[config.mk]
export PLATFORM = sky130hd
export DESIGN_NAME = cst_counter_timer
export DESIGN_NICKNAME = d
export VERILOG_FILES = /design/src/design/cst_pkg.sv /design/src/design/cst_counter_timer.sv
export SDC_FILE = /design/constraint.sdc
export NUM_CORES = 1
export LEC_CHECK = 0
export ABC_AREA = 1
export BUFFER_PORTS_ARGS = -buffer_cell sky130_fd_sc_hd__buf_4
export CAP_MARGIN = 20
export CORE_MARGIN = 4
export CORE_UTILIZATION = 56
export DETAILED_ROUTE_END_ITERATION = 7
export MAX_ROUTING_LAYER = met4
export PLACE_DENSITY = 0.77
export SETUP_SLACK_MARGIN = 0.15
export SLEW_MARGIN = 20
export SYNTH_ARGS = -nofsm -noshare
export SYNTH_HDL_FRONTEND = slang
export SYNTH_SLANG_ARGS = --single-unit
[constraint.sdc]
create_clock -name pclk -period 1.95 [get_ports pclk]
set_input_delay 0.195 -clock pclk [delete_from_list [all_inputs] [get_ports pclk]]
set_output_delay 0.195 -clock pclk [all_outputs]
set_load 0.01 [all_outputs]
[src/design/cst_pkg.sv]
package cst_pkg;

  // ==========================================================
  // register indexes (byte address is four times the index)
  localparam logic [7:0] IDX_CONTROL = 8'hA0;
  localparam logic [7:0] IDX_CONFIG = 8'hA1;
  localparam logic [7:0] IDX_ANALOG = 8'hA2;
  localparam logic [7:0] IDX_COUNT_LOW = 8'hA4;
  localparam logic [7:0] IDX_COUNT_HIGH = 8'hA5;
  localparam logic [7:0] IDX_STATUS = 8'hA6;
  localparam logic [7:0] IDX_TIMER_DATA = 8'hA7;
  localparam int ADDR_W = 12;
  localparam int DATA_W = 32;

  // ==========================================================
  // reset values and widths
  localparam logic [7:0] REG_RESET = 8'h00;
  localparam int CNT_W = 8;
  localparam int SIX_W = 6;
  localparam int TMR_W = 6;
  localparam int DIV_W = 3;

  // ==========================================================
  // field positions
  localparam int ANA_PIN_DRIVE_BIT = 2;
  localparam int ANA_RELAX_EN_BIT = 0;

  // ==========================================================
  // selected event inputs
  localparam logic [2:0] SEL_COMP0 = 3'h0;
  localparam logic [2:0] SEL_LOW_SPEED = 3'h1;
  localparam logic [2:0] SEL_COMP1 = 3'h2;
  localparam logic [2:0] SEL_TIMER_TC = 3'h3;
  localparam logic [2:0] SEL_EXT_TIMER = 3'h4;
  localparam logic [2:0] SEL_TIMER_IRQ = 3'h5;
  localparam logic [2:0] SEL_ANALOG_BUS = 3'h6;

  // ==========================================================
  // pin output selections
  localparam logic [1:0] OUT_INPUT = 2'h0;
  localparam logic [1:0] OUT_INT = 2'h1;
  localparam logic [1:0] OUT_LOW_CARRY = 2'h2;

  // ==========================================================
  // counting modes and counter phases
  typedef enum logic [1:0] {
    CST_MODE_STOP_EVENT = 2'h0,
    CST_MODE_PULSE_WIDTH = 2'h1,
    CST_MODE_PERIOD = 2'h2,
    CST_MODE_CONTINUOUS = 2'h3
  } cst_mode_t;

  typedef enum {CST_PH_OFF, CST_PH_ARM, CST_PH_RUN, CST_PH_HOLD} cst_phase_t;
  typedef enum {CST_TM_IDLE, CST_TM_COUNT, CST_TM_DONE} cst_timer_t;

  // ==========================================================
  // register layouts
  typedef struct packed {
    logic [1:0] pin_output_select;
    logic switch_clock_select;
    logic counter_source_select;
    logic sigma_delta_enable;
    logic [1:0] mode;
    logic enable;
  } cst_control_t;

  typedef struct packed {
    logic chain;
    logic [1:0] count_clock_divider;
    logic high_on_relax;
    logic input_polarity_flip;
    logic [2:0] event_input_select;
  } cst_config_t;

  typedef struct packed {
    logic input_rise;
    logic low_carry;
    logic high_carry;
    logic timer_tc;
    logic [3:0] mask;
  } cst_status_t;

  // ==========================================================
  // asynchronous pins from the analog front end and clocks
  typedef struct packed {
    logic comp0;
    logic comp1;
    logic analog_bus;
    logic relax_osc_clock;
    logic low_speed_osc;
    logic pseudo_random_seq;
    logic ext_timer;
    logic timer_irq;
  } cst_pins_t;

endpackage : cst_pkg

[src/design/cst_counter_timer.sv]
`timescale 1ns/1ps
`default_nettype none

module cst_counter_timer
  import cst_pkg::*;
#(
  parameter int PRESCALE_DIV = 4
) (
  // clock and reset
  input wire logic pclk,
  input wire logic presetn,
  // apb slave
  input wire logic psel,
  input wire logic penable,
  input wire logic pwrite,
  input wire logic [cst_pkg::ADDR_W-1:0] paddr,
  input wire logic [cst_pkg::DATA_W-1:0] pwdata,
  output logic [cst_pkg::DATA_W-1:0] prdata,
  output logic pready,
  output logic pslverr,
  // analog front end and oscillator pins
  input wire cst_pkg::cst_pins_t pins,
  // outputs
  output logic pin_out,
  output logic switch_clock,
  output logic timer_tc_out,
  output logic [7:0] sense_analog_control_out
);
  import cst_pkg::*;

  // ==========================================================
  // registers and state
  cst_control_t sense_counter_control;
  cst_config_t sense_counter_config;
  logic [7:0] sense_analog_control;
  logic [TMR_W-1:0] timer_data;
  cst_status_t status;
  logic [CNT_W-1:0] count_low;
  logic [CNT_W-1:0] count_high;
  logic [SIX_W-1:0] count_six;
  cst_phase_t phase;
  cst_timer_t tm_state;
  logic [TMR_W-1:0] tm_count;
  logic tm_tc;
  logic tm_tc_d;
  logic tm_en_s1;
  logic tm_en_s2;
  cst_pins_t pin_s1;
  cst_pins_t pin_s2;
  cst_pins_t pin_d;
  logic [$clog2(PRESCALE_DIV+1)-1:0] pre_count;
  logic pre_tick;
  logic pre_level;
  logic [DIV_W-1:0] div_count;
  logic sel_d;

  // ==========================================================
  // helpers
  function automatic logic reg_hit(input logic [ADDR_W-1:0] addr, input logic [7:0] idx);
    reg_hit = (addr == {2'b00, idx, 2'b00});
  endfunction : reg_hit

  function automatic logic div_hit(input logic [DIV_W-1:0] cnt, input logic [1:0] sel);
    logic [DIV_W-1:0] mask;
    mask = DIV_W'((4'h1 << sel) - 4'h1);
    div_hit = ((cnt & mask) == mask);
  endfunction : div_hit

  // ==========================================================
  // bus decode
  logic setup;
  logic access;
  logic wr;
  logic mapped;
  assign setup = psel & ~penable;
  assign access = psel & penable & pready;
  assign wr = access & pwrite;
  assign mapped = reg_hit(paddr, IDX_CONTROL) | reg_hit(paddr, IDX_CONFIG)
    | reg_hit(paddr, IDX_ANALOG) | reg_hit(paddr, IDX_COUNT_LOW)
    | reg_hit(paddr, IDX_COUNT_HIGH) | reg_hit(paddr, IDX_STATUS)
    | reg_hit(paddr, IDX_TIMER_DATA);

  // ==========================================================
  // pin synchronisers
  always_ff @(posedge pclk or negedge presetn) begin
    if (!presetn) begin
      pin_s1 <= '0;
      pin_s2 <= '0;
      pin_d <= '0;
    end else begin
      pin_s1 <= pins;
      pin_s2 <= pin_s1;
      pin_d <= pin_s2;
    end
  end

  logic relax_tick;
  logic slow_tick;
  assign relax_tick = pin_s2.relax_osc_clock & ~pin_d.relax_osc_clock;
  assign slow_tick = pin_s2.low_speed_osc & ~pin_d.low_speed_osc;

  // ==========================================================
  // free-running prescaler for the prescaled main osc
  always_ff @(posedge pclk or negedge presetn) begin
    if (!presetn) begin
      pre_count <= '0;
      pre_tick <= 1'b0;
      pre_level <= 1'b0;
    end else begin
      pre_tick <= (pre_count == $bits(pre_count)'(PRESCALE_DIV - 1));
      if (pre_count == $bits(pre_count)'(PRESCALE_DIV - 1)) begin
        pre_count <= '0;
        pre_level <= ~pre_level;
      end else begin
        pre_count <= pre_count + 1'b1;
      end
    end
  end

  // ==========================================================
  // count clock divider
  logic src_tick;
  logic count_tick;
  assign src_tick = sense_counter_control.counter_source_select ? pre_tick : 1'b1;
  assign count_tick = src_tick
    & div_hit(div_count, sense_counter_config.count_clock_divider);

  always_ff @(posedge pclk or negedge presetn) begin
    if (!presetn) begin
      div_count <= '0;
    end else if (src_tick) begin
      div_count <= div_count + 1'b1;
    end
  end

  // ==========================================================
  // event input selection
  logic sel_raw;
  logic sel_in;
  always_comb begin
    case (sense_counter_config.event_input_select)
      SEL_COMP0: sel_raw = pin_s2.comp0;
      SEL_LOW_SPEED: sel_raw = pin_s2.low_speed_osc;
      SEL_COMP1: sel_raw = pin_s2.comp1;
      SEL_TIMER_TC: sel_raw = tm_tc;
      SEL_EXT_TIMER: sel_raw = pin_s2.ext_timer;
      SEL_TIMER_IRQ: sel_raw = pin_s2.timer_irq;
      SEL_ANALOG_BUS: sel_raw = pin_s2.analog_bus;
      default: sel_raw = 1'b0;
    endcase
  end
  assign sel_in = sel_raw ^ sense_counter_config.input_polarity_flip;

  always_ff @(posedge pclk or negedge presetn) begin
    if (!presetn) begin
      sel_d <= 1'b0;
    end else begin
      sel_d <= sel_in;
    end
  end

  logic sel_rise;
  logic sel_fall;
  assign sel_rise = sel_in & ~sel_d;
  assign sel_fall = ~sel_in & sel_d;

  // ==========================================================
  // counter clocking and gating
  logic enabled;
  logic relax_mode;
  logic method_one;
  logic method_two;
  logic chain;
  logic gate;
  logic tick_low;
  logic tick_high;
  logic tick_six;
  logic low_carry;
  logic high_carry;
  logic live;
  logic cs_int;
  logic stop;
  cst_mode_t mode;

  assign enabled = sense_counter_control.enable;
  assign mode = cst_mode_t'(sense_counter_control.mode);
  assign chain = sense_counter_config.chain;
  assign relax_mode = sense_analog_control[ANA_RELAX_EN_BIT];
  assign method_one = relax_mode & ~chain & sense_counter_config.high_on_relax;
  assign method_two = relax_mode & chain;
  assign gate = (phase == CST_PH_RUN)
    & (~sense_counter_control.sigma_delta_enable
       | (pin_s2.comp0 & (tm_state == CST_TM_COUNT)));
  assign tick_low = gate & count_tick;
  assign tick_high = gate & (chain ? (count_tick & (count_low == '1))
    : (method_one ? relax_tick : count_tick));
  assign tick_six = gate & method_two & relax_tick;
  assign low_carry = tick_low & (count_low == '1);
  assign high_carry = tick_high & (count_high == '1);
  assign live = (phase == CST_PH_ARM) | (phase == CST_PH_RUN);
  assign cs_int = |({status.input_rise, status.low_carry, status.high_carry, status.timer_tc}
    & status.mask);

  always_comb begin
    stop = 1'b0;
    if (method_one) begin
      stop = low_carry;
    end else if (method_two) begin
      stop = tick_six & (count_six == '1);
    end else begin
      case (mode)
        CST_MODE_STOP_EVENT: stop = cs_int;
        CST_MODE_PULSE_WIDTH: stop = sel_fall;
        CST_MODE_PERIOD: stop = sel_rise;
        default: stop = 1'b0;
      endcase
    end
  end

  // ==========================================================
  // counter phase
  always_ff @(posedge pclk or negedge presetn) begin
    if (!presetn) begin
      phase <= CST_PH_OFF;
    end else if (!enabled) begin
      phase <= CST_PH_OFF;
    end else begin
      case (phase)
        CST_PH_OFF: begin
          if (!relax_mode && (mode == CST_MODE_PULSE_WIDTH || mode == CST_MODE_PERIOD)) begin
            phase <= CST_PH_ARM;
          end else begin
            phase <= CST_PH_RUN;
          end
        end
        CST_PH_ARM: begin
          if (sel_rise) begin
            phase <= CST_PH_RUN;
          end
        end
        CST_PH_RUN: begin
          if (stop) begin
            phase <= CST_PH_HOLD;
          end
        end
        CST_PH_HOLD: phase <= CST_PH_HOLD;
        default: phase <= CST_PH_OFF;
      endcase
    end
  end

  // ==========================================================
  // counters
  always_ff @(posedge pclk or negedge presetn) begin
    if (!presetn) begin
      count_low <= '0;
      count_high <= '0;
      count_six <= '0;
    end else if (!enabled) begin
      count_low <= '0;
      count_high <= '0;
      count_six <= '0;
    end else if (!stop) begin
      if (tick_low) begin
        count_low <= count_low + 1'b1;
      end
      if (tick_high) begin
        count_high <= count_high + 1'b1;
      end
      if (tick_six) begin
        count_six <= count_six + 1'b1;
      end
    end
  end

  // ==========================================================
  // programmable timer
  logic tm_tick;
  assign tm_tick = sense_counter_control.sigma_delta_enable ? pre_tick
    : (sense_analog_control[ANA_PIN_DRIVE_BIT] ? count_tick : slow_tick);

  always_ff @(posedge pclk or negedge presetn) begin
    if (!presetn) begin
      tm_en_s1 <= 1'b0;
      tm_en_s2 <= 1'b0;
    end else if (tm_tick) begin
      tm_en_s1 <= enabled;
      tm_en_s2 <= tm_en_s1;
    end
  end

  always_ff @(posedge pclk or negedge presetn) begin
    if (!presetn) begin
      tm_state <= CST_TM_IDLE;
      tm_count <= '0;
      tm_tc <= 1'b0;
    end else if (tm_tick) begin
      if (!tm_en_s2) begin
        tm_state <= CST_TM_IDLE;
        tm_count <= '0;
        tm_tc <= 1'b0;
      end else begin
        case (tm_state)
          CST_TM_IDLE: begin
            tm_count <= timer_data;
            tm_tc <= (timer_data == '0);
            tm_state <= (timer_data == '0) ? CST_TM_DONE : CST_TM_COUNT;
          end
          CST_TM_COUNT: begin
            tm_count <= tm_count - 1'b1;
            tm_tc <= (tm_count == TMR_W'(1));
            if (tm_count == TMR_W'(1)) begin
              tm_state <= CST_TM_DONE;
            end
          end
          CST_TM_DONE: tm_tc <= 1'b0;
          default: tm_state <= CST_TM_IDLE;
        endcase
      end
    end
  end

  always_ff @(posedge pclk or negedge presetn) begin
    if (!presetn) begin
      tm_tc_d <= 1'b0;
    end else begin
      tm_tc_d <= tm_tc;
    end
  end

  // ==========================================================
  // control registers
  always_ff @(posedge pclk or negedge presetn) begin
    if (!presetn) begin
      sense_counter_control <= cst_control_t'(REG_RESET);
      sense_counter_config <= cst_config_t'(REG_RESET);
      sense_analog_control <= REG_RESET;
      timer_data <= TMR_W'(REG_RESET);
    end else if (wr) begin
      if (reg_hit(paddr, IDX_CONTROL)) begin
        sense_counter_control <= cst_control_t'(pwdata[7:0]);
      end
      if (reg_hit(paddr, IDX_CONFIG)) begin
        sense_counter_config <= cst_config_t'(pwdata[7:0]);
      end
      if (reg_hit(paddr, IDX_ANALOG)) begin
        sense_analog_control <= pwdata[7:0];
      end
      if (reg_hit(paddr, IDX_TIMER_DATA)) begin
        timer_data <= pwdata[TMR_W-1:0];
      end
    end
  end

  // ==========================================================
  // status flags: set wins over a zero write
  logic st_wr;
  assign st_wr = wr & reg_hit(paddr, IDX_STATUS);

  always_ff @(posedge pclk or negedge presetn) begin
    if (!presetn) begin
      status <= cst_status_t'(REG_RESET);
    end else begin
      if (st_wr) begin
        status.mask <= pwdata[3:0];
      end
      if (!enabled) begin
        status.input_rise <= 1'b0;
        status.low_carry <= 1'b0;
        status.high_carry <= 1'b0;
        status.timer_tc <= 1'b0;
      end else begin
        status.input_rise <= (live & sel_rise)
          | (status.input_rise & ~(st_wr & ~pwdata[7]));
        status.low_carry <= (live & low_carry)
          | (status.low_carry & ~(st_wr & ~pwdata[6]));
        status.high_carry <= (live & high_carry)
          | (status.high_carry & ~(st_wr & ~pwdata[5]));
        status.timer_tc <= (live & tm_tc & ~tm_tc_d)
          | (status.timer_tc & ~(st_wr & ~pwdata[4]));
      end
    end
  end

  // ==========================================================
  // apb answer: pready one cycle after setup
  always_ff @(posedge pclk or negedge presetn) begin
    if (!presetn) begin
      pready <= 1'b0;
      pslverr <= 1'b0;
      prdata <= '0;
    end else begin
      pready <= setup;
      pslverr <= setup & ~mapped;
      prdata <= '0;
      if (setup && !pwrite) begin
        if (reg_hit(paddr, IDX_CONTROL)) begin
          prdata <= DATA_W'(sense_counter_control);
        end else if (reg_hit(paddr, IDX_CONFIG)) begin
          prdata <= DATA_W'(sense_counter_config);
        end else if (reg_hit(paddr, IDX_ANALOG)) begin
          prdata <= DATA_W'(sense_analog_control);
        end else if (reg_hit(paddr, IDX_COUNT_LOW)) begin
          prdata <= DATA_W'(count_low);
        end else if (reg_hit(paddr, IDX_COUNT_HIGH)) begin
          prdata <= DATA_W'(count_high);
        end else if (reg_hit(paddr, IDX_STATUS)) begin
          prdata <= DATA_W'(status);
        end else if (reg_hit(paddr, IDX_TIMER_DATA)) begin
          prdata <= DATA_W'(timer_data);
        end
      end
    end
  end

  // ==========================================================
  // pin outputs
  always_ff @(posedge pclk or negedge presetn) begin
    if (!presetn) begin
      pin_out <= 1'b0;
      switch_clock <= 1'b0;
      timer_tc_out <= 1'b0;
      sense_analog_control_out <= REG_RESET;
    end else begin
      case (sense_counter_control.pin_output_select)
        OUT_INPUT: pin_out <= sel_in;
        OUT_INT: pin_out <= cs_int;
        OUT_LOW_CARRY: pin_out <= low_carry;
        default: pin_out <= high_carry;
      endcase
      switch_clock <= sense_counter_control.switch_clock_select
        ? pin_s2.pseudo_random_seq : pre_level;
      timer_tc_out <= tm_tc;
      sense_analog_control_out <= sense_analog_control;
    end
  end

endmodule : cst_counter_timer

`default_nettype wire

Word level (Yosys, flattened, before mapping)
Index checks and enable logic that the tools add are counted.

word-level totals
  register bits after elaboration = 205
  latch bits = 0
  RAM bits = 0
  ROM bits = 0
  bits of input ports = 57
  memories kept = 0

cells by class
  add/sub/neg operators = 7
  multiply operators = 0
  div/mod/pow operators = 0
  magnitude comparators = 0
  equal/unequal tests = 41
  shift-type cells = 1
  multiplexer cells = 43
  bitwise gates (word level) = 70
  reductions and logical operators = 23

operators by type and width
  operator                                         count
  == test 32 x 2 -> 1 bit, second input constant   5
  two-way mux 32 bit                               5
  case mux 32 bit (4 select lines)                 1
  two-way mux 8 bit                                13
  case mux 32 bit (3 select lines)                 1
  == test 12 x 10 -> 1 bit, second input constant  7
  == test 32 x 1 -> 1 bit, second input constant   2
  zero test 32 bit                                 2
  AND 1 bit                                        37
  == test 32 x 3 -> 1 bit, second input constant   1
  two-way mux 6 bit                                5
  AND reduction 2 bit                              10
  NOT 1 bit                                        18
  adder 8 x 1 -> 8 bit, second input constant      2
  == test 8 bit, second input constant             2
  bitwise OR 1 bit                                 12
  case mux 6 bit (2 select lines)                  1
  == test 3 x 2 -> 1 bit, second input constant    3
  == test 3 bit, second input constant             3
  two-way mux 1 bit                                9
  inequality test 3 bit, second input constant     3
  case mux 1 bit (3 select lines)                  3
  case mux 1 bit (7 select lines)                  1
  adder 3 x 1 -> 3 bit, second input constant      2
  other kinds (28)                                 37

Longest topological paths before layout
  depth in word-level cells = 12
  gate-level depth with buffers = 15
  mapped depth without buffers = 15

Least setup slack after synthesis
OpenSTA, ideal clock, no wires.

  path type = reg-to-reg
  start point = reg tm_state[1]
  end point = reg count_low[6]
  arrival time = 1.718 ns
  data required time = 1.876 ns
  setup slack = 0.158 ns
  cell stages (with the launch flop) = 12
  path buffers = 1
  period minus slack after synthesis = 1.792 ns
  cell sequence = dfrtp_1 > inv_1 > ha_1 > nand2_1 > a21oi_1 > nand2_1 > o21ai_2 > nand3_4 > nand2_4 > buf_8 > nand2_1 > o21ai_2

on the way
  longest elaborated chain between the ends = 11

RTL lines
  item                                    line                      RTL
  start: declaration                      cst_counter_timer.sv:42   cst_timer_t tm_state;
  start signal: assignment                cst_counter_timer.sv:307  tm_state <= (timer_data == '0) ? CST_TM_DONE : CST_TM_COUNT;
  == test 32 x 2 -> 1 bit *               cst_counter_timer.sv:193  | (pin_s2.comp0 & (tm_state == CST_TM_COUNT)));
  AND 1 bit *                             cst_counter_timer.sv:193
  bitwise OR 1 bit *                      cst_counter_timer.sv:193
  AND 1 bit *                             cst_counter_timer.sv:192  & (~sense_counter_control.sigma_delta_enable
  AND 1 bit (2 in a row)                  cst_counter_timer.sv:197  assign tick_six = gate & method_two & relax_tick;
  AND 1 bit                               cst_counter_timer.sv:209  stop = tick_six & (count_six == '1);
  two-way mux 1 bit                       cst_counter_timer.sv:208  end else if (method_two) begin
  two-way mux 1 bit                       cst_counter_timer.sv:206  if (method_one) begin
  inequality test 2 bit (no source line)  -
  AND reduction 2 bit (no source line) *  -
  end signal: assignment                  cst_counter_timer.sv:265  count_low <= count_low + 1'b1;
  end: declaration                        cst_counter_timer.sv:38   logic [CNT_W-1:0] count_low;

Mark *: on every way between the ends. The rest lies on a longest branch, timed or not.
A chain may end at the register's enable or synchronous reset.

Final worst setup path
  start point = reg tm_state[1]
  end point = reg count_high[2]

on the way
  longest elaborated chain between the ends = 11

RTL lines
  item                                    line                      RTL
  == test 32 x 2 -> 1 bit *               cst_counter_timer.sv:193
  AND 1 bit *                             cst_counter_timer.sv:193
  bitwise OR 1 bit *                      cst_counter_timer.sv:193
  AND 1 bit *                             cst_counter_timer.sv:192
  AND 1 bit (2 in a row)                  cst_counter_timer.sv:197
  AND 1 bit                               cst_counter_timer.sv:209
  two-way mux 1 bit                       cst_counter_timer.sv:208
  two-way mux 1 bit                       cst_counter_timer.sv:206
  inequality test 2 bit (no source line)  -
  AND reduction 2 bit (no source line) *  -
  end signal: assignment                  cst_counter_timer.sv:268  count_high <= count_high + 1'b1;
  end: declaration                        cst_counter_timer.sv:39   logic [CNT_W-1:0] count_high;

Marks and branches as above.

==> flow_summary.toml <==
[global_routing]
grt_max_degree = 122
overflow = 0
grt_pass1_vias = 5356
grt_use_total_pct = 28.1
antenna_found_initial = 0
grt_pass1_wl_um = 26900

[worst_setup_path]
worst_ep_required_time_ns = 2.40
path_cells = "inv_2 -> ha_4 -> nand2_1 -> a21oi_2 -> buf_4 -> a41oi_2 -> nand2_2 -> nand3_4 -> buf_12 -> nand2_8 -> nand2_2 -> o21ai_1"
cp_common_cell = "nand2_2"
path_buf_inv = 3
ff2ff_setup_slack_ns = -0.01
crit_family = "simple AND/OR/NAND/NOR gates"
start_kind = "flip-flop"
cp_slowest_cell = "dfrtp_1"
r2r_start = "tm_state[1]$_DFFE_PN0P_"
crit_arrival_ns = 2.41
end_kind = "flip-flop"
reg2reg_to = "count_high[2]$_DFFE_PN0P_"
reg2reg_depth = 12
crit_fanout = 8
crit_type = "flip-flop to flip-flop"
max_stage_delay_ns = 0.39

[min_path]
min_to = "sense_analog_control[2]$_DFFE_PN0P_"
hp-class = "input port to flip-flop"
hold_path_depth = 3
holdCritStartpoint = "pwdata[2]"

[placed_design]
io_buffers = 53
dpl_cell_area_um2 = 6610
place_ws_ns = -0.0243
hpwl_um = 10700
gp_congestion = 0.902

[layout]
layout.nets = 888
fin_area_um2 = 7820
drive_above_1_share_pct = 25.8
n_fill_cell = 732
syn_to_final_growth_pct = 29.5
diodes = 0

[outcome]
failed_checks = "negative setup slack"
outcome = "finished with violations"

[timing]
finalSetupViolCount = 4
finalCriticalPeriod_ns = 1.96
worst_slack_ns = -0.0121
post-route-period-util_pct = 101
rsz0062_at_grt = "true"
final_hold_viol_count = 0
skew_ns = 0.00935
finalMaxSlewViolations = 0
relSlewSlack_pct = 57.3
tightest_slew_ns = 0.641
max_freq_ghz = 0.510

[die]
die_w_um = 112
start_util_pct = 58.0
row_count = 37
fp.dieH_um = 112
die-area_um2 = 12500
io_pins = 102
coreArea_um2 = 10400

[logic_synthesis]
syn_inst = 696
synthArstFlopShare_pct = 100
ys_seq_area_share_pct = 50.1
synth_top_area_share_pct = 50.1
synth.largest_area_cell = "dfrtp_1"
synth_mux_area_share_pct = 0.186
synth_area_leaders = "dfrtp_1 50%, nand2_1 9.2%, o21ai_0 5.6%, inv_1 5.2%, ha_1 3.9%"
synth.yosys.warnings = 0
synth-compound-area-share_pct = 15.0
yosys_register_bits = 121
avgSynthCellArea_um2 = 8.68
synth_xor_area_share_pct = 1.45
yosys.cell_types.count = 41
synth-adder-area-share_pct = 3.94
synth_area_um2 = 6040
synthFlopType = "dfrtp_1"
synthSimpleGateAreaFrac_pct = 19.3
synth_top_family_by_area = "simple AND/OR/NAND/NOR gates"
synth_edf_count = 0

[drt]
dr.pass1.iters = 5
drt_wl_total_um = 16700
drt_iter0_drc = 507
route.detailed.drc = 0
routedWlPerCell_um = 17.4
vias_per_cell = 5.63
vias = 5409
drtAntennaViolNets = 0

[clock_tree]
root_buffer = "clkbuf_8"
clk_latency_ns = 0.53
tritoncts = "yes"
max-clock-path-buffers = 2
clock_sinks = 121
cts-htree-levels = 4
cts.clk_slew.worst_paths_ns = 0.06
cts_made_buffers = 17

[power_and_ir_drop]
leakage_uw = 0.00371
cellPowerDensity_nw_per_um2 = 762
ir_drop_mv = 0.676

[job]
maxCapViolations = 0
-- state kept, by name (all words and copies together), names as in the netlist, 2 cells and up --
name and count:
count_high 8, count_low 8, pin_s1 8, pin_s2 8, prdata 8, sense_analog_control 8
sense_analog_control_out 8, status 8, sense_counter_config 7, count_six 6, timer_data 6, tm_count 6
sense_counter_control 5, div_count 3, pre_count 3, mode 2, phase 2, pin_d 2
tm_state 2
-- placed cells by master (no fill, tap or decap), drive strengths merged, types with 7 or more instances in the layout --
cell type / synthesis / layout
ha: 19 / 19
nand2: 153 / 156
inv: 87 / 89
dfrtp: 121 / 121
a21oi: 33 / 34
nand3b: 7 / 7
buf: 29 / 95
xor2: 8 / 8
clkbuf: 9 / 20
o211ai: 9 / 9
o221ai: 10 / 10
nand3: 43 / 43
nor3: 11 / 11
conb: 1 / 24
o21ai: 87 / 87
nor2: 35 / 35
dlygate4sd3: 0 / 13
nand4: 7 / 7
-- through the flow --
stage	std cells	hold WS (ns)	TNS, ns	utilization (%)	total power [uW]
3_5_place_dp	893	0.305	-0.0752	63.5	2960
2_1_floorplan	719	-0.101	0	-	2810
6_report	960	0.0332	-0.0238	75.1	5950
4_1_cts	957	0.0112	0	74.0	5980
3_3_place_gp	893	0.304	0	63.5	2940
5_1_grt	960	0.0296	-2.41	75.1	6180
-- worst max-delay path by stage --
stage	startpoint	end	cells after the start
6_report	tm_state[1]$_DFFE_PN0P_	count_high[2]$_DFFE_PN0P_	12
5_1_grt	count_low[1]$_DFFE_PN0P_	count_high[0]$_DFFE_PN0P_	14
4_1_cts	count_low[1]$_DFFE_PN0P_	count_high[0]$_DFFE_PN0P_	14
3_5_place_dp	phase[0]$_DFFE_PN0P_	count_six[1]$_DFFE_PN0P_	10
3_3_place_gp	phase[0]$_DFFE_PN0P_	count_six[1]$_DFFE_PN0P_	9
2_1_floorplan	tm_state[1]$_DFFE_PN0P_	count_low[6]$_DFFE_PN0P_	11
-- kinds of logic (layout without fill, tap and decap cells) --
kind of cell	after synthesis	in the layout
AOI/OAI and AO/OA	154	155
xor gates and xnor gates	10	10
adders and majority gates	19	19
buffers and inverters	127	228
DFF	121	121
muxes	1	1
other	1	24
and+or+nand+nor	263	266
-- timing repair --
item,4_1_cts,5_1_grt
pin swaps,25,12
hold endpoints to repair,133,0
buffers inserted,16,3
gates cloned,4,0
setup endpoints to repair,28,34
gates resized for setup,58,29
hold buffers,13,0
-- tightest hold or removal path, cell delays in order --
cell,delay [ns]
buf_4,0.08
inv_1,0.09
o21ai_0,0.16
-- per-layer routing --
metal	vias up	share of wire, %	global-route usage, %
met5	-	0	-
met4	0	2.7	11.1
met3	40	7.0	5.76
met2	266	49	45.3
met1	2595	41	34.8
li1	2508	-	-
-- synthesized netlist by cell type, types with 8 or more instances --
master    number
nand2_1      148
dfrtp_1      121
inv_1         84
o21ai_0       68
nand3_1       41
nor2_1        33
a21oi_1       32
buf_4         24
ha_1          19
o21ai_1       14
nor3_1        11
o221ai_1      10
clkbuf_1       9
o211ai_1       9
xor2_1         8
-- area by class of cell --
type / instances / area (um^2) / area share (%)
flip-flops and latches: 121 / 3030 / 38.7
multi-input cells: 475 / 2840 / 36.3
repair buffers: 108 / 876 / 11.2
clock buffers: 20 / 445 / 5.70
inverters: 89 / 337 / 4.30
well taps: 136 / 170 / 2.18
clock inverters: 11 / 123 / 1.57
-- power breakdown --
group          internal (uW)  switching, uW
Clock                   1870           1110
Combinational            148            221
Sequential              2570           37.5
Note: power is estimated with default switching activity, not from simulation.
